[src/rtl/rps_pkg.sv]
// Package of constants and types for the region protection block
package rps_pkg;

  // ****************************************************************
  // Register map (byte offsets chosen for the APB slave)
  // ****************************************************************
  localparam logic [11:0] OFS_CTRL       = 12'h000;
  localparam logic [11:0] OFS_STATUS     = 12'h004;
  localparam logic [11:0] OFS_FETCH_BASE = 12'h100;
  localparam logic [11:0] OFS_FETCH_ATTR = 12'h140;
  localparam logic [11:0] OFS_DATA_BASE  = 12'h200;
  localparam logic [11:0] OFS_DATA_ATTR  = 12'h240;

  // ****************************************************************
  // Field layout
  // ****************************************************************
  localparam int BIT_ENABLE     = 0;
  localparam int BIT_PROTECTION_CODE_LO    = 1;
  localparam int BIT_CACHEABLE  = 7;
  localparam int BIT_SPEC_LOAD_ZERO  = 8;
  localparam int BIT_SIZE_LO    = 12;
  localparam int BASE_LO        = 12;
  localparam logic [31:0] BASE_MASK       = 32'hFFFF_F000;
  localparam logic [31:0] DATA_ATTR_MASK  = 32'h0001_F187;
  localparam logic [31:0] FETCH_ATTR_MASK = 32'h0001_F007;
  localparam logic [31:0] RESET_VALUE     = 32'h0000_0000;
  localparam logic [4:0]  SIZE_CODE_MIN   = 5'h0B;

  // Control register bits
  localparam int CTRL_FETCH_EN    = 0;
  localparam int CTRL_DATA_EN     = 1;
  localparam int CTRL_SPEC_FAULT  = 2;
  localparam int CTRL_SPEC_MALIGN = 3;
  localparam logic [31:0] CTRL_MASK = 32'h0000_000F;

  // Protection codes
  localparam logic [1:0] PROTECTION_CODE_00 = 2'h0;
  localparam logic [1:0] PROTECTION_CODE_01 = 2'h1;
  localparam logic [1:0] PROTECTION_CODE_10 = 2'h2;
  localparam logic [1:0] PROTECTION_CODE_11 = 2'h3;

  // ****************************************************************
  // Outcome codes and carriers
  // ****************************************************************
  typedef enum logic [3:0] {
    FLT_NONE          = 4'h0,
    FLT_FETCH_UNMAP   = 4'h1,
    FLT_FETCH_PERM    = 4'h2,
    FLT_ILLEGAL       = 4'h3,
    FLT_MISALIGNED    = 4'h4,
    FLT_DATA_UNMAP    = 4'h5,
    FLT_DATA_PERM     = 4'h6,
    FLT_BUS_ERROR     = 4'h7,
    FLT_SPEC_LOAD_ZERO_RET = 4'h8
  } rps_fault_t;

  typedef struct packed {
    logic        valid;
    logic [31:0] addr;
    logic        user;
  } rps_fetch_req_t;

  typedef struct packed {
    logic        valid;
    logic [31:0] addr;
    logic        user;
    logic        store;
    logic        spec;
    logic        misaligned;
    logic        creg;
    logic        bus_error;
  } rps_data_req_t;

  typedef struct packed {
    logic       valid;
    rps_fault_t fault;
    logic       cacheable;
    logic       spec_load_zero;
    logic       mem_req;
  } rps_result_t;

  // One decoded syllable as the decoder sees it
  typedef struct packed {
    logic       present;
    logic       stop;
    logic       valid_op;
    logic       unused_nz;
    logic       branch;
    logic       mul;
    logic       long_imm;
    logic       mem;
    logic       priv;
    logic       sync;
    logic       sbrk;
    logic       narrow_load;
    logic       wr_en;
    logic [5:0] dest;
  } rps_syl_t;

  localparam logic [5:0] ZERO_REG = 6'h00;
  localparam logic [5:0] LINK_REG = 6'h3F;

endpackage

[src/rtl/rps_region_protect.sv]
// Fetch and data region protection units with APB registers and bundle checks
//
// Local design decisions: the APB register port and the register addresses.
module rps_region_protect
  import rps_pkg::*;
#(
  parameter int FETCH_REGIONS = 4,
  parameter int DATA_REGIONS  = 8,
  parameter int SYLLABLES     = 4
) (
  input  wire logic           CLK_I,
  input  wire logic           SYS_RST_I,
  input  wire logic           PSEL_I,
  input  wire logic           PENABLE_I,
  input  wire logic           PWRITE_I,
  input  wire logic [11:0]    PADDR_I,
  input  wire logic [31:0]    PWDATA_I,
  output logic      [31:0]    PRDATA_O,
  output logic                PREADY_O,
  output logic                PSLVERR_O,
  input  wire rps_fetch_req_t FETCH_REQ_I,
  output rps_result_t         FETCH_RES_O,
  input  wire rps_data_req_t  DATA_REQ_I,
  output rps_result_t         DATA_RES_O,
  input  wire logic           BUNDLE_VALID_I,
  input  wire logic           BUNDLE_ODD_WORD_I,
  input  wire logic           BUNDLE_USER_I,
  input  wire rps_syl_t [SYLLABLES-1:0] BUNDLE_SYL_I,
  output logic                ILLEGAL_BUNDLE_O
);

  // Elaboration check: the decode serves only the documented region counts
  if (FETCH_REGIONS != 4 || DATA_REGIONS != 8 || SYLLABLES < 1 || SYLLABLES > 4) begin
    $error("rps_region_protect: unsupported parameter values");
  end

  // ****************************************************************
  // Register storage
  // ****************************************************************
  logic [31:0] ctrl_reg;
  logic [31:0] fbase_reg [FETCH_REGIONS];
  logic [31:0] fattr_reg [FETCH_REGIONS];
  logic [31:0] dbase_reg [DATA_REGIONS];
  logic [31:0] dattr_reg [DATA_REGIONS];
  logic [3:0]  last_fault_reg;

  logic        wr_en;
  logic        rd_hit;
  logic [31:0] rd_data;
  logic [2:0]  idx;

  assign wr_en     = PSEL_I && PENABLE_I && PWRITE_I;
  assign idx       = PADDR_I[4:2];
  assign PREADY_O  = 1'b1;
  assign PSLVERR_O = PSEL_I && PENABLE_I && !rd_hit;

  always_comb begin
    rd_hit  = 1'b1;
    rd_data = 32'h0000_0000;
    if (PADDR_I == OFS_CTRL) begin
      rd_data = ctrl_reg;
    end else if (PADDR_I == OFS_STATUS) begin
      rd_data = {28'h000_0000, last_fault_reg};
    end else if (PADDR_I[11:4] == OFS_FETCH_BASE[11:4] && PADDR_I[1:0] == 2'h0) begin
      rd_data = fbase_reg[idx[1:0]];
    end else if (PADDR_I[11:4] == OFS_FETCH_ATTR[11:4] && PADDR_I[1:0] == 2'h0) begin
      rd_data = fattr_reg[idx[1:0]];
    end else if (PADDR_I[11:5] == OFS_DATA_BASE[11:5] && PADDR_I[1:0] == 2'h0) begin
      rd_data = dbase_reg[idx];
    end else if (PADDR_I[11:5] == OFS_DATA_ATTR[11:5] && PADDR_I[1:0] == 2'h0) begin
      rd_data = dattr_reg[idx];
    end else begin
      rd_hit = 1'b0;
    end
  end

  always_ff @(posedge CLK_I) begin
    if (SYS_RST_I) begin
      PRDATA_O <= 32'h0000_0000;
    end else if (PSEL_I && !PENABLE_I && !PWRITE_I) begin
      PRDATA_O <= rd_data;
    end
  end

  // Enables reset to zero so both units start disabled
  always_ff @(posedge CLK_I) begin
    if (SYS_RST_I) begin
      ctrl_reg <= RESET_VALUE;
    end else if (wr_en && PADDR_I == OFS_CTRL) begin
      ctrl_reg <= PWDATA_I & CTRL_MASK;
    end
  end

  always_ff @(posedge CLK_I) begin
    if (SYS_RST_I) begin
      for (int i = 0; i < FETCH_REGIONS; i++) begin
        fbase_reg[i] <= RESET_VALUE;
        fattr_reg[i] <= RESET_VALUE;
      end
    end else if (wr_en) begin
      if (PADDR_I[11:4] == OFS_FETCH_BASE[11:4] && PADDR_I[1:0] == 2'h0) begin
        fbase_reg[idx[1:0]] <= PWDATA_I & BASE_MASK;
      end
      if (PADDR_I[11:4] == OFS_FETCH_ATTR[11:4] && PADDR_I[1:0] == 2'h0) begin
        fattr_reg[idx[1:0]] <= PWDATA_I & FETCH_ATTR_MASK;
      end
    end
  end

  always_ff @(posedge CLK_I) begin
    if (SYS_RST_I) begin
      for (int i = 0; i < DATA_REGIONS; i++) begin
        dbase_reg[i] <= RESET_VALUE;
        dattr_reg[i] <= RESET_VALUE;
      end
    end else if (wr_en) begin
      if (PADDR_I[11:5] == OFS_DATA_BASE[11:5] && PADDR_I[1:0] == 2'h0) begin
        dbase_reg[idx] <= PWDATA_I & BASE_MASK;
      end
      if (PADDR_I[11:5] == OFS_DATA_ATTR[11:5] && PADDR_I[1:0] == 2'h0) begin
        dattr_reg[idx] <= PWDATA_I & DATA_ATTR_MASK;
      end
    end
  end

  // ****************************************************************
  // Region matching
  // ****************************************************************
  function automatic logic region_hit(input logic [31:0] addr,
                                      input logic [31:0] base,
                                      input logic [31:0] attr);
    logic [4:0]  code;
    logic [31:0] mask;
    code = attr[BIT_SIZE_LO +: 5];
    mask = 32'hFFFF_FFFF;
    // Code 01011 is 4 KB; each step doubles, 11111 covers everything
    if (code >= SIZE_CODE_MIN) begin
      mask = 32'hFFFF_FFFF << (code + 5'h01);
      if (code == 5'h1F) begin
        mask = 32'h0000_0000;
      end
    end
    region_hit = attr[BIT_ENABLE] && ((addr & mask) == (base & mask));
  endfunction

  logic              f_any;
  logic [31:0]       f_attr;
  logic              d_any;
  logic [31:0]       d_attr;

  // Ascending scan so the last, highest index hit wins
  always_comb begin
    f_any  = 1'b0;
    f_attr = 32'h0000_0000;
    for (int i = 0; i < FETCH_REGIONS; i++) begin
      if (region_hit(FETCH_REQ_I.addr, fbase_reg[i], fattr_reg[i])) begin
        f_any  = 1'b1;
        f_attr = fattr_reg[i];
      end
    end
  end

  always_comb begin
    d_any  = 1'b0;
    d_attr = 32'h0000_0000;
    for (int i = 0; i < DATA_REGIONS; i++) begin
      if (region_hit(DATA_REQ_I.addr, dbase_reg[i], dattr_reg[i])) begin
        d_any  = 1'b1;
        d_attr = dattr_reg[i];
      end
    end
  end

  // ****************************************************************
  // Fetch check
  // ****************************************************************
  rps_result_t f_res;
  logic [1:0]  f_protection_code;

  always_comb begin
    f_protection_code          = f_attr[BIT_PROTECTION_CODE_LO +: 2];
    f_res           = '0;
    f_res.valid     = FETCH_REQ_I.valid;
    f_res.cacheable = 1'b1;
    f_res.mem_req   = FETCH_REQ_I.valid;
    f_res.fault     = FLT_NONE;
    if (ctrl_reg[CTRL_FETCH_EN] && FETCH_REQ_I.valid) begin
      if (!f_any) begin
        f_res.fault = FLT_FETCH_UNMAP;
      end else begin
        unique case (f_protection_code)
          PROTECTION_CODE_00: f_res.fault = FLT_NONE;
          PROTECTION_CODE_01: f_res.fault = FLT_FETCH_PERM;
          PROTECTION_CODE_10: f_res.fault = FETCH_REQ_I.user ? FLT_FETCH_PERM : FLT_NONE;
          PROTECTION_CODE_11: f_res.fault = FLT_FETCH_PERM;
        endcase
      end
      if (f_res.fault != FLT_NONE) begin
        f_res.mem_req = 1'b0;
      end
    end
  end

  // ****************************************************************
  // Data check and speculative load rules
  // ****************************************************************
  rps_result_t d_res;
  logic        d_unmap;
  logic        d_perm;
  logic [1:0]  d_protection_code;
  logic        spec_on;

  always_comb begin
    d_protection_code  = d_attr[BIT_PROTECTION_CODE_LO +: 2];
    d_unmap = !d_any;
    d_perm  = 1'b0;
    unique case (d_protection_code)
      PROTECTION_CODE_00: d_perm = 1'b1;
      PROTECTION_CODE_01: d_perm = DATA_REQ_I.user;
      PROTECTION_CODE_10: d_perm = DATA_REQ_I.user && DATA_REQ_I.store;
      PROTECTION_CODE_11: d_perm = 1'b0;
    endcase
    // Disabled unit treats speculative loads as plain loads
    spec_on = ctrl_reg[CTRL_DATA_EN] && DATA_REQ_I.spec && !DATA_REQ_I.store;
  end

  always_comb begin
    d_res           = '0;
    d_res.valid     = DATA_REQ_I.valid;
    d_res.mem_req   = DATA_REQ_I.valid;
    d_res.fault     = FLT_NONE;
    if (DATA_REQ_I.bus_error) begin
      d_res.fault   = FLT_BUS_ERROR;
    end else if (DATA_REQ_I.creg) begin
      d_res.fault   = DATA_REQ_I.misaligned ? FLT_MISALIGNED : FLT_NONE;
    end else if (!ctrl_reg[CTRL_DATA_EN]) begin
      d_res.fault   = DATA_REQ_I.misaligned ? FLT_MISALIGNED : FLT_NONE;
    end else begin
      d_res.cacheable = d_any && d_attr[BIT_CACHEABLE];
      d_res.spec_load_zero = d_any && d_attr[BIT_SPEC_LOAD_ZERO];
      if (spec_on && d_res.spec_load_zero) begin
        d_res.fault = FLT_SPEC_LOAD_ZERO_RET;
      end else if (spec_on) begin
        if (DATA_REQ_I.misaligned) begin
          d_res.fault = ctrl_reg[CTRL_SPEC_MALIGN] ? FLT_MISALIGNED : FLT_SPEC_LOAD_ZERO_RET;
        end else if (d_unmap) begin
          d_res.fault = ctrl_reg[CTRL_SPEC_FAULT] ? FLT_DATA_UNMAP : FLT_SPEC_LOAD_ZERO_RET;
        end else if (d_perm) begin
          d_res.fault = ctrl_reg[CTRL_SPEC_FAULT] ? FLT_DATA_PERM : FLT_SPEC_LOAD_ZERO_RET;
        end
      end else if (DATA_REQ_I.misaligned) begin
        d_res.fault = FLT_MISALIGNED;
      end else if (d_unmap) begin
        d_res.fault = FLT_DATA_UNMAP;
      end else if (d_perm) begin
        d_res.fault = FLT_DATA_PERM;
      end
    end
    if (d_res.fault != FLT_NONE) begin
      d_res.mem_req = 1'b0;
    end
    if (!DATA_REQ_I.valid) begin
      d_res.fault   = FLT_NONE;
      d_res.mem_req = 1'b0;
    end
  end

  // ****************************************************************
  // Bundle legality
  // ****************************************************************
  logic ill;

  always_comb begin
    logic any_stop;
    logic [2:0] mem_cnt;
    logic [2:0] syl_cnt;
    ill      = 1'b0;
    any_stop = 1'b0;
    mem_cnt  = 3'h0;
    syl_cnt  = 3'h0;
    for (int i = 0; i < SYLLABLES; i++) begin
      if (BUNDLE_SYL_I[i].present) begin
        syl_cnt  = syl_cnt + 3'h1;
        any_stop = any_stop | BUNDLE_SYL_I[i].stop;
        if (!BUNDLE_SYL_I[i].valid_op || BUNDLE_SYL_I[i].unused_nz) begin
          ill = 1'b1;
        end
        if (BUNDLE_SYL_I[i].branch && i != 0) begin
          ill = 1'b1;
        end
        if ((BUNDLE_SYL_I[i].mul && !BUNDLE_ODD_WORD_I) ||
            (BUNDLE_SYL_I[i].long_imm && BUNDLE_ODD_WORD_I)) begin
          ill = 1'b1;
        end
        if (BUNDLE_SYL_I[i].mem) begin
          mem_cnt = mem_cnt + 3'h1;
        end
        if (BUNDLE_SYL_I[i].priv && BUNDLE_USER_I) begin
          ill = 1'b1;
        end
        if (BUNDLE_SYL_I[i].sbrk && !BUNDLE_SYL_I[i].stop) begin
          ill = 1'b1;
        end
        if ((BUNDLE_SYL_I[i].narrow_load || BUNDLE_SYL_I[i].mul) &&
            BUNDLE_SYL_I[i].wr_en && BUNDLE_SYL_I[i].dest == LINK_REG) begin
          ill = 1'b1;
        end
        for (int j = i + 1; j < SYLLABLES; j++) begin
          if (BUNDLE_SYL_I[j].present && BUNDLE_SYL_I[i].wr_en && BUNDLE_SYL_I[j].wr_en &&
              BUNDLE_SYL_I[i].dest == BUNDLE_SYL_I[j].dest &&
              BUNDLE_SYL_I[i].dest != ZERO_REG) begin
            ill = 1'b1;
          end
        end
      end
    end
    if (!any_stop || mem_cnt > 3'h1) begin
      ill = 1'b1;
    end
    for (int i = 0; i < SYLLABLES; i++) begin
      if (BUNDLE_SYL_I[i].present && BUNDLE_SYL_I[i].sync && syl_cnt > 3'h1) begin
        ill = 1'b1;
      end
    end
  end

  // ****************************************************************
  // Registered results, one stage after the request
  // ****************************************************************
  always_ff @(posedge CLK_I) begin
    if (SYS_RST_I) begin
      FETCH_RES_O      <= '0;
      DATA_RES_O       <= '0;
      ILLEGAL_BUNDLE_O <= 1'b0;
    end else begin
      FETCH_RES_O      <= f_res;
      DATA_RES_O       <= d_res;
      ILLEGAL_BUNDLE_O <= BUNDLE_VALID_I && ill;
    end
  end

  // Last non-pass data or fetch outcome stays visible to software; data wins when both fault in one cycle
  always_ff @(posedge CLK_I) begin
    if (SYS_RST_I) begin
      last_fault_reg <= 4'h0;
    end else if (d_res.valid && d_res.fault != FLT_NONE) begin
      last_fault_reg <= d_res.fault;
    end else if (f_res.valid && f_res.fault != FLT_NONE) begin
      last_fault_reg <= f_res.fault;
    end
  end

endmodule

[config.mk]
export PLATFORM = sky130hd
export DESIGN_NAME = rps_region_protect
export DESIGN_NICKNAME = d
export VERILOG_FILES = /design/src/rtl/rps_pkg.sv /design/src/rtl/rps_region_protect.sv
export SDC_FILE = /design/constraint.sdc
export NUM_CORES = 1
export LEC_CHECK = 0
export ABC_AREA = 1
export BUFFER_PORTS_ARGS = -buffer_cell sky130_fd_sc_hd__buf_2
export CELL_PAD_IN_SITES_DETAIL_PLACEMENT = 1
export CELL_PAD_IN_SITES_GLOBAL_PLACEMENT = 1
export CORE_MARGIN = 2
export CORE_UTILIZATION = 49
export CTS_CLUSTER_DIAMETER = 30
export DETAILED_ROUTE_END_ITERATION = 8
export HOLD_SLACK_MARGIN = 0.06
export PLACE_DENSITY_LB_ADDON = 0.1
export SYNTH_ARGS = -nofsm -noshare
export SYNTH_HDL_FRONTEND = slang
export SYNTH_SLANG_ARGS = --single-unit
[constraint.sdc]
create_clock -name CLK_I -period 7.7 [get_ports CLK_I]
set_clock_uncertainty 0.15 [all_clocks]
set_input_delay 2.31 -clock CLK_I [delete_from_list [all_inputs] [get_ports CLK_I]]
set_output_delay 2.31 -clock CLK_I [all_outputs]
set_load 0.05 [all_outputs]
==> impl_metrics.tcl <==
set metrics [dict create \
    hold_class "reg -> reg" \
    fmax_mhz 146 \
    layout_commonest_cell "nand2_1" \
    via_count 30046 \
    startpoint_type "primary input" \
    setup_slack_ps 832 \
    synthArstFlopShare_pct 0 \
    fillers 7148 \
    cts_setup_buffers 0 \
    grt_pass1_wl_mm 197 \
    wirelength_mm 135 \
    min_period_over_period_pct 89.2 \
    hold_viol_final 0 \
    syn_area_um2 28200 \
    critPathArrivalTime_ps 4410 \
    grt_max_degree 73 \
    synth_edf_count 352 \
    yosysWarningCount 0 \
    maxCapViolations 0 \
    area.sequential_um2 11500 \
    synth.largest_area_cell "edfxtp_1" \
    crit_fanout 8 \
    synthCells 3683 \
    end_kind "output port" \
    overflow 0 \
    die_w_um 244 \
    place_congestion 1.06 \
    layout.nets 4151 \
    ios 252 \
    finalPower_mw 8.22 \
    grt_antenna_before_repair 3 \
    cts_tree "built" \
    dr.first_iter.drc_count 3219 \
    yosysSeqAreaShare_pct 40.8 \
    pre_cts_ws_ps 1000 \
    setup_tns_ps 0 \
    htree_levels 3 \
    netlist_top_cells_area "edfxtp_1 37%, nand2_1 10%, nor2_1 7.1%, xor2_1 4.6%, inv_1 4.5%" \
    grt_use_total_pct 44.3 \
    ir_drop_mv 0.189 \
    viasPerCell 6.36 \
    synth.avg_cell_area_um2 7.67 \
    layout_common_cells "763 x nand2_1, 531 x nor2_1, 352 x edfxtp_1" \
    drtAntennaViolNets 0 \
    dr.pass1.iters 6 \
    dp_hpwl_mm 96.8 \
    power_density_nw_per_um2 246 \
    portBuffers 234 \
    cts_sinks 400 \
    coreArea_um2 57400 \
    area_delta_synth_final_pct 18.1 \
    first_global_vias 31437 \
    worst_pin_slew_ps 1270 \
    largest_reg_flops 160 \
    root_buffer "clkbuf_16" \
    clkLatencyLatePin_ps 690 \
    clkTransAtPathRegs_ps 50 \
    worstSetupPathType "in -> out" \
    ys_seq_elements 400 \
    drv_slew 0 \
    setup-violations-final 0 \
    crit_required_ps 5240 \
    max_slew_margin_pct 15.1 \
    p_leak_nw 14.4 \
    synth.distinct_cells 66 \
    numCtsBuffers 100 \
    dominantRegCellSynth "edfxtp_1" \
    rsz0062_at_grt "no" \
    drcViolationCount 0 \
    status "finished, final reports clean" \
    multiInputGateArea_um2 14600 \
    fp.dieH_um 244 \
    routedWlPerCell_um 28.5 \
    netlist.area_leader.share_pct 37.4 \
    initial_core_util_pct 49.2 \
    period_needed_ps 6870 \
    rows 88 \
    layout-drive-gt1-share_pct 12.5 \
    ctsResizeCount 0 \
    clk_path_buf_depth 3 \
    dieArea_um2 59600 \
    fin_util_pct 58.2 \
    cts_hold_buf 0 \
]
==> worst max-delay path: stages <==
cell and delay (ps):
buf_2 130, nor2_1 80, nand2_1 70, nor3_1 90, nand2_1 210, clkinv_1 260
nor2_1 480, nand4_1 200, nor3_1 260, buf_2 320
==> report_power, final <==
part	internal (mW)	total [mW]	leakage [nW]	switching (mW)
logic	0.338	1.23	8.93	0.892
clock network	2.98	4.42	1.70	1.44
registers	2.47	2.57	3.73	0.101
==> kinds of logic after synthesis <==
family                     synth area share [%]
other                                    0.0266
and+or+nand+nor                            25.9
xor gates and xnor gates                   7.91
DFF                                        40.8
adders and majority gates                  3.50
muxes                                    0.0709
buffers and inverters                      7.72
AOI/OAI and AO/OA                          14.1
==> area by class of cell <==
class	instances	area share (%)
Antenna cell	2	0.0150
Clock buffer	124	7.99
Clock inverter	63	2.54
Inverter	360	4.06
Multi-Input combinational cell	2741	43.7
Sequential cell	400	34.6
Tap cell	765	2.87
Timing Repair Buffer	268	4.28
==> per-stage QoR <==
stage          cells  instance area, um^2  hold slack (ps)
4_1_cts         4721                33400              323
3_3_place_gp    4534                29800              301
6_report        4723                33400              320
5_1_grt         4723                33400              353
2_1_floorplan   3691                28300              294
3_5_place_dp    4534                29800              316
==> synthesized netlist by cell type, types with 5 or more instances <==
cell / number
nor4_1: 21
inv_2: 14
ha_1: 79
inv_1: 342
nor3b_1: 5
o21ai_0: 227
clkbuf_1: 134
o21a_1: 15
a21oi_1: 185
buf_4: 18
o21ai_1: 17
o21bai_1: 6
o221ai_1: 58
nand3_1: 190
xor2_1: 147
o2111ai_1: 9
a41oi_1: 6
nand2_2: 15
o211ai_1: 32
a21boi_0: 5
xnor2_1: 108
buf_1: 18
o311ai_0: 6
o31ai_1: 16
a31oi_1: 8
a221oi_1: 8
o22ai_1: 39
edfxtp_1: 352
nand3_2: 5
dfxtp_1: 48
nor3_1: 109
nand4_1: 55
nor2_1: 531
buf_2: 12
nand3b_1: 9
nand2_1: 763
or2_2: 11
==> path summary, 6_finish.rpt <==
check | from | endpoint | slack [ps] | cells past startpoint
min | PRDATA_O[22]$_SDFFE_PP0P_ | PRDATA_O[22]$_SDFFE_PP0P_ | 320 | 2
min reg2reg | PRDATA_O[22]$_SDFFE_PP0P_ | PRDATA_O[22]$_SDFFE_PP0P_ | 320 | 2
max reg2reg | dattr_reg[2][6]$_SDFFCE_PN0P_ | last_fault_reg[0]$_SDFFE_PP0P_ | 2470 | 32
max | PADDR_I[4] | PSLVERR_O | 830 | 10
==> layer usage <==
metal,global-route usage [%],part of all wire (%),vias up
met3,8.70,9.1,582
met1,49.3,34,14693
met5,0,0.0089,-
met4,33.2,8.4,2
li1,-,-,12846
met2,75.3,48,1923
No activity file was read; power rests on OpenSTA's default activity.
